===== config.mk =====
export PLATFORM = sky130hd
export DESIGN_NAME = mcsi_top
export DESIGN_NICKNAME = d
export VERILOG_FILES = /design/src/core/mcsi_pkg.sv /design/src/core/mcsi_top.sv
export SDC_FILE = /design/constraint.sdc
export NUM_CORES = 2
export LEC_CHECK = 0
export BUFFER_PORTS_ARGS = -buffer_cell sky130_fd_sc_hd__buf_2
export CAP_MARGIN = 20
export CORE_ASPECT_RATIO = 0.8
export CORE_MARGIN = 10
export CORE_UTILIZATION = 39
export CTS_CLUSTER_DIAMETER = 80
export DETAILED_ROUTE_END_ITERATION = 16
export PLACE_DENSITY = 0.64
export SYNTH_ARGS = -nofsm -noshare
export SYNTH_HDL_FRONTEND = slang
export SYNTH_SLANG_ARGS = --single-unit

===== constraint.sdc =====
create_clock -name CLK_SYS -period 3.1 [get_ports CLK_SYS]
set_input_delay 0.31 -clock CLK_SYS [delete_from_list [all_inputs] [get_ports CLK_SYS]]
set_output_delay 0.31 -clock CLK_SYS [all_outputs]
set_load 0.05 [all_outputs]

===== src/core/mcsi_pkg.sv =====
package mcsi_pkg;
    // Axis count: one request or flag word carries sixteen axes
    localparam int NAX = 16;
    localparam int AW  = 5;
    localparam int DW  = 16;

    // Register offsets (word index on the plain register port)
    localparam logic [4:0] OFF_CTRL     = 5'h00;
    localparam logic [4:0] OFF_DEC_TIME = 5'h01;
    localparam logic [4:0] OFF_EMG_TIME = 5'h02;
    localparam logic [4:0] OFF_BUSY     = 5'h03;
    localparam logic [4:0] OFF_DONE     = 5'h04;
    localparam logic [4:0] OFF_IRQ_STAT = 5'h05;
    localparam logic [4:0] OFF_IRQ_MASK = 5'h06;
    localparam logic [4:0] OFF_MON_SEL  = 5'h07;
    localparam logic [4:0] OFF_MON_BASE = 5'h08;  // 0x08..0x11, low word then high word
    localparam logic [4:0] OFF_MON_LAST = 5'h11;

    // Control field: reaction to the host entering program mode
    localparam int CTRL_REACT_LSB = 0;
    localparam logic [1:0] REACT_CONT = 2'h0;
    localparam logic [1:0] REACT_DEC  = 2'h1;
    localparam logic [1:0] REACT_IMM  = 2'h2;

    // Reset values
    localparam logic [15:0] RST_DEC_TIME = 16'h0064;
    localparam logic [15:0] RST_EMG_TIME = 16'h000a;
    localparam logic [4:0]  RST_IRQ_MASK = 5'h00;
    localparam logic [3:0]  RST_MON_SEL  = 4'h0;

    // Interrupt status bit positions
    localparam int EV_START  = 0;
    localparam int EV_IGNORE = 1;
    localparam int EV_STOP   = 2;
    localparam int EV_DONE   = 3;
    localparam int EV_MODE   = 4;
    localparam int NEV       = 5;

    // Operation kinds
    localparam logic [1:0] KIND_POS  = 2'h0;
    localparam logic [1:0] KIND_SYNC = 2'h1;
    localparam logic [1:0] KIND_JOG  = 2'h2;
    localparam logic [1:0] KIND_HOME = 2'h3;

    typedef enum logic [3:0] {
        AX_IDLE  = 4'h1,
        AX_RUN   = 4'h2,
        AX_DECEL = 4'h4,
        AX_EMG   = 4'h8
    } mcsi_ax_t;

    // Host request and stop bits, one bit per axis except the single sys_stop and program_mode bits
    typedef struct packed {
        logic [NAX-1:0] pos;
        logic [NAX-1:0] sync;
        logic [NAX-1:0] jog;
        logic [NAX-1:0] home;
        logic           sys_stop;
        logic [NAX-1:0] limit_stop;
        logic [NAX-1:0] err_stop;
        logic [NAX-1:0] emg_stop;
        logic [NAX-1:0] dec_stop;
        logic           program_mode;
    } mcsi_req_t;

    // Two-word monitor values of the selected axis
    typedef struct packed {
        logic [31:0] speed;
        logic [31:0] deviation;
        logic [31:0] amp_pos;
        logic [31:0] conv_pos;
        logic [31:0] advance;
    } mcsi_mon_t;

    // Register port request
    typedef struct packed {
        logic [AW-1:0] addr;
        logic [DW-1:0] wdata;
        logic          wr;
        logic          rd;
    } mcsi_bus_t;
endpackage : mcsi_pkg


===== src/core/mcsi_top.sv =====
`timescale 1ns/1ps
module mcsi_top (
    input  wire logic                     CLK_SYS,
    input  wire logic                     NRST,
    input  wire mcsi_pkg::mcsi_req_t      REQ,
    input  wire logic [mcsi_pkg::NAX-1:0] AXIS_DONE,
    input  wire mcsi_pkg::mcsi_mon_t      MON,
    input  wire mcsi_pkg::mcsi_bus_t      BUS,
    output logic [mcsi_pkg::DW-1:0]       RDATA,
    output logic [mcsi_pkg::NAX-1:0]      BUSY,
    output logic [mcsi_pkg::NAX-1:0]      DONE,
    output logic [mcsi_pkg::NAX-1:0]      DECEL,
    output logic [mcsi_pkg::NAX-1:0]      EMG,
    output logic [2*mcsi_pkg::NAX-1:0]    KIND,
    output logic [3:0]                    MON_AXIS,
    output logic                          IRQ
);

    typedef struct packed {
        mcsi_pkg::mcsi_req_t                      rq1;
        mcsi_pkg::mcsi_req_t                      rq2;
        mcsi_pkg::mcsi_req_t                      rq3;
        mcsi_pkg::mcsi_ax_t [mcsi_pkg::NAX-1:0]   st;
        logic [mcsi_pkg::NAX-1:0][15:0]           tmr;
        logic [mcsi_pkg::NAX-1:0][1:0]            kind;
        logic [mcsi_pkg::NAX-1:0]                 busy;
        logic [mcsi_pkg::NAX-1:0]                 done;
        logic [1:0]                               react;
        logic [15:0]                              dec_time;
        logic [15:0]                              emg_time;
        logic [mcsi_pkg::NEV-1:0]                 stat;
        logic [mcsi_pkg::NEV-1:0]                 mask;
        logic [3:0]                               mon_sel;
        logic [mcsi_pkg::DW-1:0]                  rdata;
        logic                                     irq;
    } mcsi_state_t;

    mcsi_state_t s_q;
    mcsi_state_t s_d;

    // Pick the half-word of a monitor value; halves are read live, never snapshot
    function automatic logic [15:0] mcsi_mon_half(input mcsi_pkg::mcsi_mon_t m, input logic [4:0] a);
        logic [4:0]  idx;
        logic [31:0] w;
        idx = a - mcsi_pkg::OFF_MON_BASE;
        unique case (idx[3:1])
            3'h0:    w = m.speed;
            3'h1:    w = m.deviation;
            3'h2:    w = m.amp_pos;
            3'h3:    w = m.conv_pos;
            3'h4:    w = m.advance;
            default: w = 32'h00000000;
        endcase
        return idx[0] ? w[31:16] : w[15:0];
    endfunction : mcsi_mon_half

    // Rising edge of a synchronised request word against its previous stage
    function automatic logic [mcsi_pkg::NAX-1:0] mcsi_rise(input logic [mcsi_pkg::NAX-1:0] cur,
                                                           input logic [mcsi_pkg::NAX-1:0] prev);
        return cur & ~prev;
    endfunction : mcsi_rise

    // Next-state logic
    always_comb begin
        logic [mcsi_pkg::NAX-1:0] e_pos, e_sync, e_jog, e_home, any_start, stop_hard, stop_soft;
        logic [mcsi_pkg::NEV-1:0] ev;
        logic [mcsi_pkg::NEV-1:0] clr;
        logic                     mode_edge;
        s_d = s_q;
        ev = '0;
        clr = '0;
        // Two-flop synchronisers plus a third stage for edge detection
        s_d.rq1 = REQ;
        s_d.rq2 = s_q.rq1;
        s_d.rq3 = s_q.rq2;
        e_pos  = mcsi_rise(s_q.rq2.pos, s_q.rq3.pos);
        e_sync = mcsi_rise(s_q.rq2.sync, s_q.rq3.sync);
        e_jog  = mcsi_rise(s_q.rq2.jog, s_q.rq3.jog);
        e_home = mcsi_rise(s_q.rq2.home, s_q.rq3.home);
        any_start = e_pos | e_sync | e_jog | e_home;
        stop_hard = {mcsi_pkg::NAX{s_q.rq2.sys_stop}} | s_q.rq2.limit_stop
                  | s_q.rq2.err_stop | s_q.rq2.emg_stop;
        stop_soft = s_q.rq2.dec_stop;
        mode_edge = s_q.rq2.program_mode & ~s_q.rq3.program_mode;
        if (mode_edge) begin
            ev[mcsi_pkg::EV_MODE] = 1'b1;
        end
        // Each axis arbitrates alone; no term couples two axes
        for (int a = 0; a < mcsi_pkg::NAX; a++) begin
            unique case (s_q.st[a])
                mcsi_pkg::AX_IDLE: begin
                    // A held stop also blocks a start; stops win
                    if (any_start[a] && !(stop_hard[a] || stop_soft[a])) begin
                        s_d.st[a] = mcsi_pkg::AX_RUN;
                        s_d.done[a] = 1'b0;
                        ev[mcsi_pkg::EV_START] = 1'b1;
                        if (e_pos[a]) begin
                            s_d.kind[a] = mcsi_pkg::KIND_POS;
                        end else if (e_sync[a]) begin
                            s_d.kind[a] = mcsi_pkg::KIND_SYNC;
                        end else if (e_jog[a]) begin
                            s_d.kind[a] = mcsi_pkg::KIND_JOG;
                        end else begin
                            s_d.kind[a] = mcsi_pkg::KIND_HOME;
                        end
                    end else if (any_start[a]) begin
                        ev[mcsi_pkg::EV_IGNORE] = 1'b1;
                    end
                end
                mcsi_pkg::AX_RUN: begin
                    if (any_start[a]) begin
                        ev[mcsi_pkg::EV_IGNORE] = 1'b1;
                    end
                    if (stop_hard[a] || (mode_edge && s_q.react == mcsi_pkg::REACT_IMM)) begin
                        s_d.st[a] = mcsi_pkg::AX_EMG;
                        s_d.tmr[a] = s_q.emg_time;
                        ev[mcsi_pkg::EV_STOP] = 1'b1;
                    end else if (stop_soft[a] || (mode_edge && s_q.react == mcsi_pkg::REACT_DEC)) begin
                        s_d.st[a] = mcsi_pkg::AX_DECEL;
                        s_d.tmr[a] = s_q.dec_time;
                        ev[mcsi_pkg::EV_STOP] = 1'b1;
                    end else if (AXIS_DONE[a]) begin
                        s_d.st[a] = mcsi_pkg::AX_IDLE;
                        s_d.done[a] = 1'b1;
                        ev[mcsi_pkg::EV_DONE] = 1'b1;
                    end
                end
                mcsi_pkg::AX_DECEL: begin
                    if (any_start[a]) begin
                        ev[mcsi_pkg::EV_IGNORE] = 1'b1;
                    end
                    // A harder stop cuts a running deceleration short
                    if (stop_hard[a] || (mode_edge && s_q.react == mcsi_pkg::REACT_IMM)) begin
                        s_d.st[a] = mcsi_pkg::AX_EMG;
                        s_d.tmr[a] = s_q.emg_time;
                        ev[mcsi_pkg::EV_STOP] = 1'b1;
                    end else if (s_q.tmr[a] <= 16'h0001) begin
                        s_d.st[a] = mcsi_pkg::AX_IDLE;
                        s_d.tmr[a] = 16'h0000;
                        s_d.done[a] = 1'b1;
                        ev[mcsi_pkg::EV_DONE] = 1'b1;
                    end else begin
                        s_d.tmr[a] = s_q.tmr[a] - 16'h0001;
                    end
                end
                mcsi_pkg::AX_EMG: begin
                    if (any_start[a]) begin
                        ev[mcsi_pkg::EV_IGNORE] = 1'b1;
                    end
                    if (s_q.tmr[a] <= 16'h0001) begin
                        s_d.st[a] = mcsi_pkg::AX_IDLE;
                        s_d.tmr[a] = 16'h0000;
                        s_d.done[a] = 1'b1;
                        ev[mcsi_pkg::EV_DONE] = 1'b1;
                    end else begin
                        s_d.tmr[a] = s_q.tmr[a] - 16'h0001;
                    end
                end
                default: begin
                    s_d.st[a] = mcsi_pkg::AX_IDLE;
                    s_d.tmr[a] = 16'h0000;
                end
            endcase
            s_d.busy[a] = (s_d.st[a] != mcsi_pkg::AX_IDLE);
        end
        // Register writes
        if (BUS.wr) begin
            unique case (BUS.addr)
                mcsi_pkg::OFF_CTRL:     s_d.react = BUS.wdata[mcsi_pkg::CTRL_REACT_LSB +: 2];
                mcsi_pkg::OFF_DEC_TIME: s_d.dec_time = BUS.wdata;
                mcsi_pkg::OFF_EMG_TIME: s_d.emg_time = BUS.wdata;
                mcsi_pkg::OFF_IRQ_STAT: clr = BUS.wdata[mcsi_pkg::NEV-1:0];
                mcsi_pkg::OFF_IRQ_MASK: s_d.mask = BUS.wdata[mcsi_pkg::NEV-1:0];
                mcsi_pkg::OFF_MON_SEL:  s_d.mon_sel = BUS.wdata[3:0];
                default: ;
            endcase
        end
        // New events beat a clear in the same cycle
        s_d.stat = (s_q.stat & ~clr) | ev;
        s_d.irq = |(s_d.stat & s_d.mask);
        // Read data stands only in the cycle after the strobe
        s_d.rdata = 16'h0000;
        if (BUS.rd) begin
            if (BUS.addr >= mcsi_pkg::OFF_MON_BASE && BUS.addr <= mcsi_pkg::OFF_MON_LAST) begin
                s_d.rdata = mcsi_mon_half(MON, BUS.addr);
            end else begin
                unique case (BUS.addr)
                    mcsi_pkg::OFF_CTRL:     s_d.rdata = {14'h0000, s_q.react};
                    mcsi_pkg::OFF_DEC_TIME: s_d.rdata = s_q.dec_time;
                    mcsi_pkg::OFF_EMG_TIME: s_d.rdata = s_q.emg_time;
                    mcsi_pkg::OFF_BUSY:     s_d.rdata = s_q.busy;
                    mcsi_pkg::OFF_DONE:     s_d.rdata = s_q.done;
                    mcsi_pkg::OFF_IRQ_STAT: s_d.rdata = {11'h000, s_q.stat};
                    mcsi_pkg::OFF_IRQ_MASK: s_d.rdata = {11'h000, s_q.mask};
                    mcsi_pkg::OFF_MON_SEL:  s_d.rdata = {12'h000, s_q.mon_sel};
                    default:                s_d.rdata = 16'h0000;
                endcase
            end
        end
    end

    // State register; reset puts every axis idle
    always_ff @(posedge CLK_SYS) begin
        if (!NRST) begin
            s_q <= '0;
            for (int a = 0; a < mcsi_pkg::NAX; a++) begin
                s_q.st[a] <= mcsi_pkg::AX_IDLE;
            end
            s_q.react <= mcsi_pkg::REACT_DEC;
            s_q.dec_time <= mcsi_pkg::RST_DEC_TIME;
            s_q.emg_time <= mcsi_pkg::RST_EMG_TIME;
            s_q.mask <= mcsi_pkg::RST_IRQ_MASK;
            s_q.mon_sel <= mcsi_pkg::RST_MON_SEL;
        end else begin
            s_q <= s_d;
        end
    end

    // Outputs straight from the state register
    always_comb begin
        RDATA = s_q.rdata;
        BUSY = s_q.busy;
        DONE = s_q.done;
        KIND = s_q.kind;
        MON_AXIS = s_q.mon_sel;
        IRQ = s_q.irq;
        for (int a = 0; a < mcsi_pkg::NAX; a++) begin
            DECEL[a] = (s_q.st[a] == mcsi_pkg::AX_DECEL);
            EMG[a] = (s_q.st[a] == mcsi_pkg::AX_EMG);
        end
    end

    logic [3:0] stop0;
    logic       mode_e;
    assign stop0 = {s_q.rq2.sys_stop, s_q.rq2.limit_stop[0] | s_q.rq2.err_stop[0],
                    s_q.rq2.emg_stop[0], s_q.rq2.dec_stop[0]};
    assign mode_e = s_q.rq2.program_mode & ~s_q.rq3.program_mode;
endmodule : mcsi_top


== Word level (Yosys, flattened, before mapping) ==
Index checks and enable logic that the tools add are counted.

* Register bits: 774
* Output and inout port bits: 117
* Word-level logic and storage cells: 1,131
* Input port bits: 331

* Add/subtract/negate cells: 17
* Bitwise operators: 36
* Equal/unequal tests: 189
* Reduce and logical (&&, ||, !) cells: 171
* Magnitude comparators: 18
* Mux-type cells: 602

{| class="wikitable"
|+ Operator list
! kind !! number
|-
| 16-bit 2-to-1 mux || 66
|-
| 16-bit one-hot mux with 4 select lines || 16
|-
| 4-bit 2-to-1 mux || 97
|-
| 1-bit 2-to-1 mux || 305
|-
| 16-bit by 1-bit <= comparator with 1-bit output, second input constant || 16
|-
| 4-bit one-hot mux with 4 select lines || 16
|-
| 16-bit by 1-bit subtractor with 16-bit output, second input constant || 16
|-
| 2-bit inequality test, second input constant || 80
|-
| 32-bit one-hot mux with 5 select lines || 1
|-
| 16-bit one-hot mux with 8 select lines || 1
|-
| 16-bit bitwise OR || 6
|-
| 6-bit AND reduction || 16
|-
| 2-bit AND reduction || 37
|-
| 16-bit AND || 4
|-
| 4-bit by 1-bit equality test with 1-bit output, second input constant || 16
|-
| 4-bit by 2-bit equality test with 1-bit output, second input constant || 16
|-
| 4-bit by 3-bit equality test with 1-bit output, second input constant || 16
|-
| 4-bit equality test, second input constant || 16
|-
| 2-bit 2-to-1 mux || 32
|-
| 4-bit by 1-bit inequality test with 1-bit output, second input constant || 16
|-
| 16-bit inverter || 4
|-
| 1-bit one-hot mux with 2 select lines || 32
|-
| 1-bit one-hot mux with 4 select lines || 16
|-
| 4-bit nonzero test || 16
|-
| other kinds (27) || 176
|}

== Longest topological paths before layout ==
* Depth in word-level cells: 70
* Gate-level depth with buffers: 12
* Mapped depth without buffers: 10

== Worst setup path before layout ==
OpenSTA, ideal clock, no wires.

* Path kind: flip-flop to flip-flop
* From: register s_q[407] (netlist name)
* To: register s_q[223] (netlist name)
* Clock period less this slack: 3.801 ns
* Slack: -0.701 ns
* Data required time: 3.035 ns
* Data arrival time: 3.736 ns
* Buffers on the path: 3
* Library setup time: 0.065 ns
* Stages on the path, launching flop included: 10
* Cells stage by stage: dfxtp_1 -> clkbuf_1 -> nor4b_1 -> nor3b_2 -> o21ai_0 -> clkbuf_1 -> clkbuf_1 -> o41ai_1 -> a22oi_1 -> nor2_1

* Elaborated cells between the ends (all ways): 8
* Classes of those cells: eq/ne: 5; mux: 1; bitwise: 1; reduce/logical: 1

{| class="wikitable"
|+ RTL lines
! what !! RTL line !! text
|-
| from (decl) || mcsi_top.sv:38 || <nowiki>mcsi_state_t s_q;</nowiki>
|-
| 4-bit by 3-bit equality test with 1-bit output || -- ||
|-
| via DECEL (one bit) || mcsi_top.sv:12 || <nowiki>output logic [mcsi_pkg::NAX-1:0] DECEL,</nowiki>
|-
| 16-bit one-hot mux with 4 select lines || mcsi_top.sv:90 || <nowiki>unique case (s_q.st[a])</nowiki>
|}

The timed path passes the listed nets, and every way through them passes these cells.
A chain may end at the register's enable or synchronous reset.

== Worst setup path after layout ==
* From: register s_q, in the netlist s_d[514]
* To: register s_q[158] (netlist name)

* Longest elaborated chain between the ends: 6
* Elaborated cells between the ends (all ways): 9
* Classes of those cells: eq/ne: 1; mux: 3; bitwise: 3; reduce/logical: 2

{| class="wikitable"
|+ Ends and longest elaborated chain
! what !! RTL line !! text
|-
| 16-bit bitwise OR * || mcsi_top.sv:81 || <nowiki>stop_hard = {mcsi_pkg::NAX{s_q.rq2.sys_stop}} | s_q.rq2.limit_stop</nowiki>
|-
| 16-bit bitwise OR * (2 in a row) || mcsi_top.sv:82 || <nowiki>| s_q.rq2.err_stop | s_q.rq2.emg_stop;</nowiki>
|-
| 1-bit logical OR * || mcsi_top.sv:114, mcsi_top.sv:133 ||
|-
| 16-bit 2-to-1 mux, or another cell as far along || mcsi_top.sv:133 || <nowiki>if (stop_hard[a] || (mode_edge && s_q.react == mcsi_pkg::REACT_IMM)) begin</nowiki>
|-
| 16-bit one-hot mux with 4 select lines / 2-bit AND reduction (equally long branches) || -- ||
|}

Mark *: on every way between the ends. The rest lies on a longest branch, timed or not.

==> results.toml <==
[outcome]
status = "completed"

[timing]
rsz_0062_raised_after_global_routing = "no"
hold_viol_final = 0
min_period_ns = 3.03
final.setup.worst_slack_ns = 0.0702
report.final.setup_viol = 0
slew-limit-headroom = 0.199
min_period_over_period = 0.977
slew_viol_final = 0
fmaxAchievable_mhz = 330
fin_worst_skew_ns = 0.0577
worst_slew_pin_slew_ns = 1.20

[setup_path]
crit_chain = "or4_1 -> nand2b_1 -> o22ai_1 -> nand2_1 -> buf_4 -> nor2_1 -> nand2_1 -> a21o_1 -> a21oi_1"
critical_path_required_ns = 3.67
path_delay_family = "simple AND/OR/NAND/NOR gates"
startpoint_type = "flop"
crit_fanout = 12
worst_ep_arrival_time_ns = 3.60
timing_worst_setup_path_type = "reg -> reg"
end_kind = "flop"
path_common_cell = "nand2_1"
worst_path_max_delay_cell = "or4_1"
path_buf_inv = 1
max_stage_delay_ns = 0.73

[logic_synthesis]
synth-edff-count = 0
netlist_area_sq_mm = 0.0383
ys_async_sr_fraction = 0
syn-num-nets = 5138
seq_area_frac_synth = 0.405
ys_types = 85
ys_seq_elements = 774
synth.yosys.warnings = 0
yosys_most_used_dff = "dfxtp_1"
synthesis.instances = 4775
synth.avg_cell_area_sq_um = 8.02

[routing]
detail_route.wl_per_cell_um = 25.5
drt_pass1_iterations = 9
dr_total_vias = 40100
detail_route.vias_per_cell = 6.04
drc = 0
antenna_violating_nets_post_route = 0
postRouteWirelength_um = 169000
detail_route.iter0.violations = 5555

[floorplanning]
fp.dieW_um = 370
initial_utilization = 0.394
fp.coreArea_sq_mm = 0.0971
top_level_ports = 448
die_height_um = 300
die_area_sq_mm = 0.111
floorplan.rows = 102

[clock_tree]
cts_inserted_buffers = 80
postCtsSetupRepairBufs = 0
ctsLongestPathBuffers = 3
tritoncts_num_sinks = 774
clk_transition_reported_paths_ns = 0.06
clock_latency_ns = 0.68
htree_levels = 3
clock_tree_from_tritoncts = "yes"
clockRootBuffer = "clkbuf_16"

[power]
power.leakage_uw = 0.0183
share_seq_of_total_power = 0.441
combinationalPowerShare = 0.140
switching_share = 0.286
internal_power_uw = 17100
power_density_mw_per_mm2 = 515
vdd_drop_max_mv = 0.433
p_switching_uw = 6850
share_clk_of_total_power = 0.419

[place]
dp_hpwl_um = 121000
number_of_buffers_inserted_by_port_buffering = 447
post-place-ws_ns = -0.0660
routabilityCongestion = 1.01

[final_layout]
area_growth_syn_to_layout_pct = 21.7
final-seq-area_sq_mm = 0.0155
fillers = 9364
drive_above_1_share = 0.172
multiInputGateArea_sq_mm = 0.0207
layout.nets = 5628
post-route-util = 0.480

[global_routing]
maximum_number_of_pins_on_one_net_before_global_route_repair = 133
grt_usage = 0.288
first_global_vias = 36400
grt_overflow_total = 0
grt_first_pass_wirelength_um = 245000
antenna_found_initial = 10

[job]
drv.max_cap_violation_count = 0

[hold_path]
hold_crit_class = "in -> reg"
-- flip-flops by register name (all words and copies together) (netlist names) --
name      cells
RDATA        16
MON_AXIS      4
KIND         32
DONE         16
s_q         429
s_d         260
IRQ           1
BUSY         16
-- synth_stat cells (7+ instances only) --
master	instances	area [sq um]
inv_1	100	375
nand4_1	42	263
nand3b_1	16	120
a222oi_1	71	711
nand2_1	267	1000
a221o_1	32	320
and2_1	386	2410
o211a_1	12	120
o22ai_1	11	68.8
o41ai_1	17	149
clkbuf_1	270	1010
a221oi_1	52	455
or4_1	43	323
nor4b_1	44	385
mux2i_1	14	140
and3_1	20	125
ha_1	32	400
a211oi_1	14	105
o211ai_1	17	128
o21a_1	48	360
nand2b_1	50	313
buf_4	86	646
nor4_1	59	369
a31oi_1	38	238
nor2_1	564	2120
nor3_1	200	1000
nand3_1	97	485
or2_2	12	75.1
a21o_1	14	105
a21oi_1	293	1470
o31ai_1	7	52.6
o21ai_0	403	2020
buf_2	46	230
a2bb2oi_1	22	193
xor2_1	13	114
nor3b_1	21	158
nor3_2	8	80.1
buf_1	21	78.8
dfxtp_1	774	15500
nor2b_1	94	588
or3_1	40	250
a2111oi_0	14	123
a22o_1	36	315
a22oi_1	257	1930
-- final timing paths --
kind / from / end / slack (ns) / cells past startpoint
max: s_d[514]$_SDFF_PN0_ / s_q[158]$_SDFFE_PN0P_ / 0.07 / 9
min: AXIS_DONE[9] / s_q[422]$_SDFF_PN0_ / 0.03 / 4
max reg2reg: s_d[514]$_SDFF_PN0_ / s_q[158]$_SDFFE_PN0P_ / 0.07 / 9
min reg2reg: s_d[650]$_SDFF_PN0_ / s_d[520]$_SDFF_PN0_ / 0.43 / 1
-- per-stage QoR --
stage | setup TNS [ns] | cell area [sq um] | power (uW) | hold WS (ns) | std cells
2_1_floorplan | 0 | 38400 | 12600 | 0.412 | 4775
3_3_place_gp | -0.0617 | 42300 | 13800 | 0.413 | 6323
3_5_place_dp | -0.147 | 42300 | 13900 | 0.419 | 6325
4_1_cts | 0 | 46500 | 24000 | 0.00596 | 6622
5_1_grt | 0 | 46600 | 24700 | 0.0272 | 6628
6_report | 0 | 46600 | 24000 | 0.0312 | 6630
-- cell usage in the layout (no fill, tap or decap), types with 16 or more instances in the layout --
| cell type | instances |
|---|---|
| nand2b_1 | 50 |
| nor3b_1 | 18 |
| o21ai_0 | 402 |
| a22oi_1 | 257 |
| a222oi_1 | 71 |
| a22o_1 | 36 |
| or3_1 | 40 |
| buf_2 | 446 |
| clkbuf_8 | 19 |
| a21oi_1 | 293 |
| dfxtp_2 | 22 |
| and3_1 | 20 |
| ha_1 | 32 |
| o41ai_1 | 17 |
| nand3b_1 | 16 |
| clkbuf_16 | 81 |
| a221o_1 | 32 |
| nor2_1 | 561 |
| a31oi_1 | 38 |
| dfxtp_1 | 752 |
| a2bb2oi_1 | 22 |
| inv_1 | 100 |
| or4_1 | 43 |
| nor4_1 | 57 |
| o21a_1 | 48 |
| a221oi_1 | 52 |
| nor2b_1 | 94 |
| nand4_1 | 42 |
| nor4b_1 | 21 |
| nor3_1 | 197 |
| nand3_1 | 97 |
| dlygate4sd3_1 | 155 |
| and2_1 | 386 |
| nor4b_2 | 23 |
| buf_4 | 216 |
| nand2_1 | 266 |
| o211ai_1 | 17 |
-- per-layer routing --
metal | global-route usage | vias up | wire length, um
li1 | - | 18200 | -
met1 | 0.396 | 19000 | 70300
met2 | 0.417 | 2375 | 70300
met3 | 0.0757 | 459 | 19400
met4 | 0.131 | 8 | 8800
met5 | 0 | - | 55
-- worst reg2reg max path, cell delays in order, from the launching register on --
cell      delay, ns
dfxtp_2        0.42
or4_1          0.74
nand2b_1       0.30
o22ai_1        0.38
nand2_1        0.35
buf_4          0.27
nor2_1         0.13
nand2_1        0.07
a21o_1         0.15
a21oi_1        0.14
-- cells by family after synthesis --
logic type,synth area share
and+or+nand+nor,0.273
AOI/OAI and AO/OA,0.242
DFF,0.405
buffers and inverters,0.0621
adders and majority gates,0.0105
muxes,0.00425
xor gates and xnor gates,0.00343
-- area by class of cell --
type / count / area share
Timing Repair Buffer: 833 / 0.122
Inverter: 101 / 0.00830
Clock buffer: 113 / 0.0502
Sequential cell: 774 / 0.333
Clock inverter: 29 / 0.00784
Tap cell: 1300 / 0.0349
Antenna cell: 5 / 0.000268
Multi-Input combinational cell: 3475 / 0.443
-- repair_timing --
| action | in CTS | in global routing |
|---|---|---|
| gates resized for setup | 2 | 7 |
| setup endpoints to repair | 8 | 64 |
| hold endpoints to repair | 171 | 0 |
| hold buffers | 155 | 0 |
-- power by group through the flow --
stage | registers [uW] | clock network [uW] | logic, uW
after floorplan | 10600 | 0 | 2010
after global placement | 10800 | 0 | 3080
after detailed placement | 10800 | 0 | 3100
after CTS | 10500 | 10100 | 3280
after global routing | 10600 | 10500 | 3610
final | 10600 | 10100 | 3370
No activity file was read; power rests on OpenSTA's default activity.
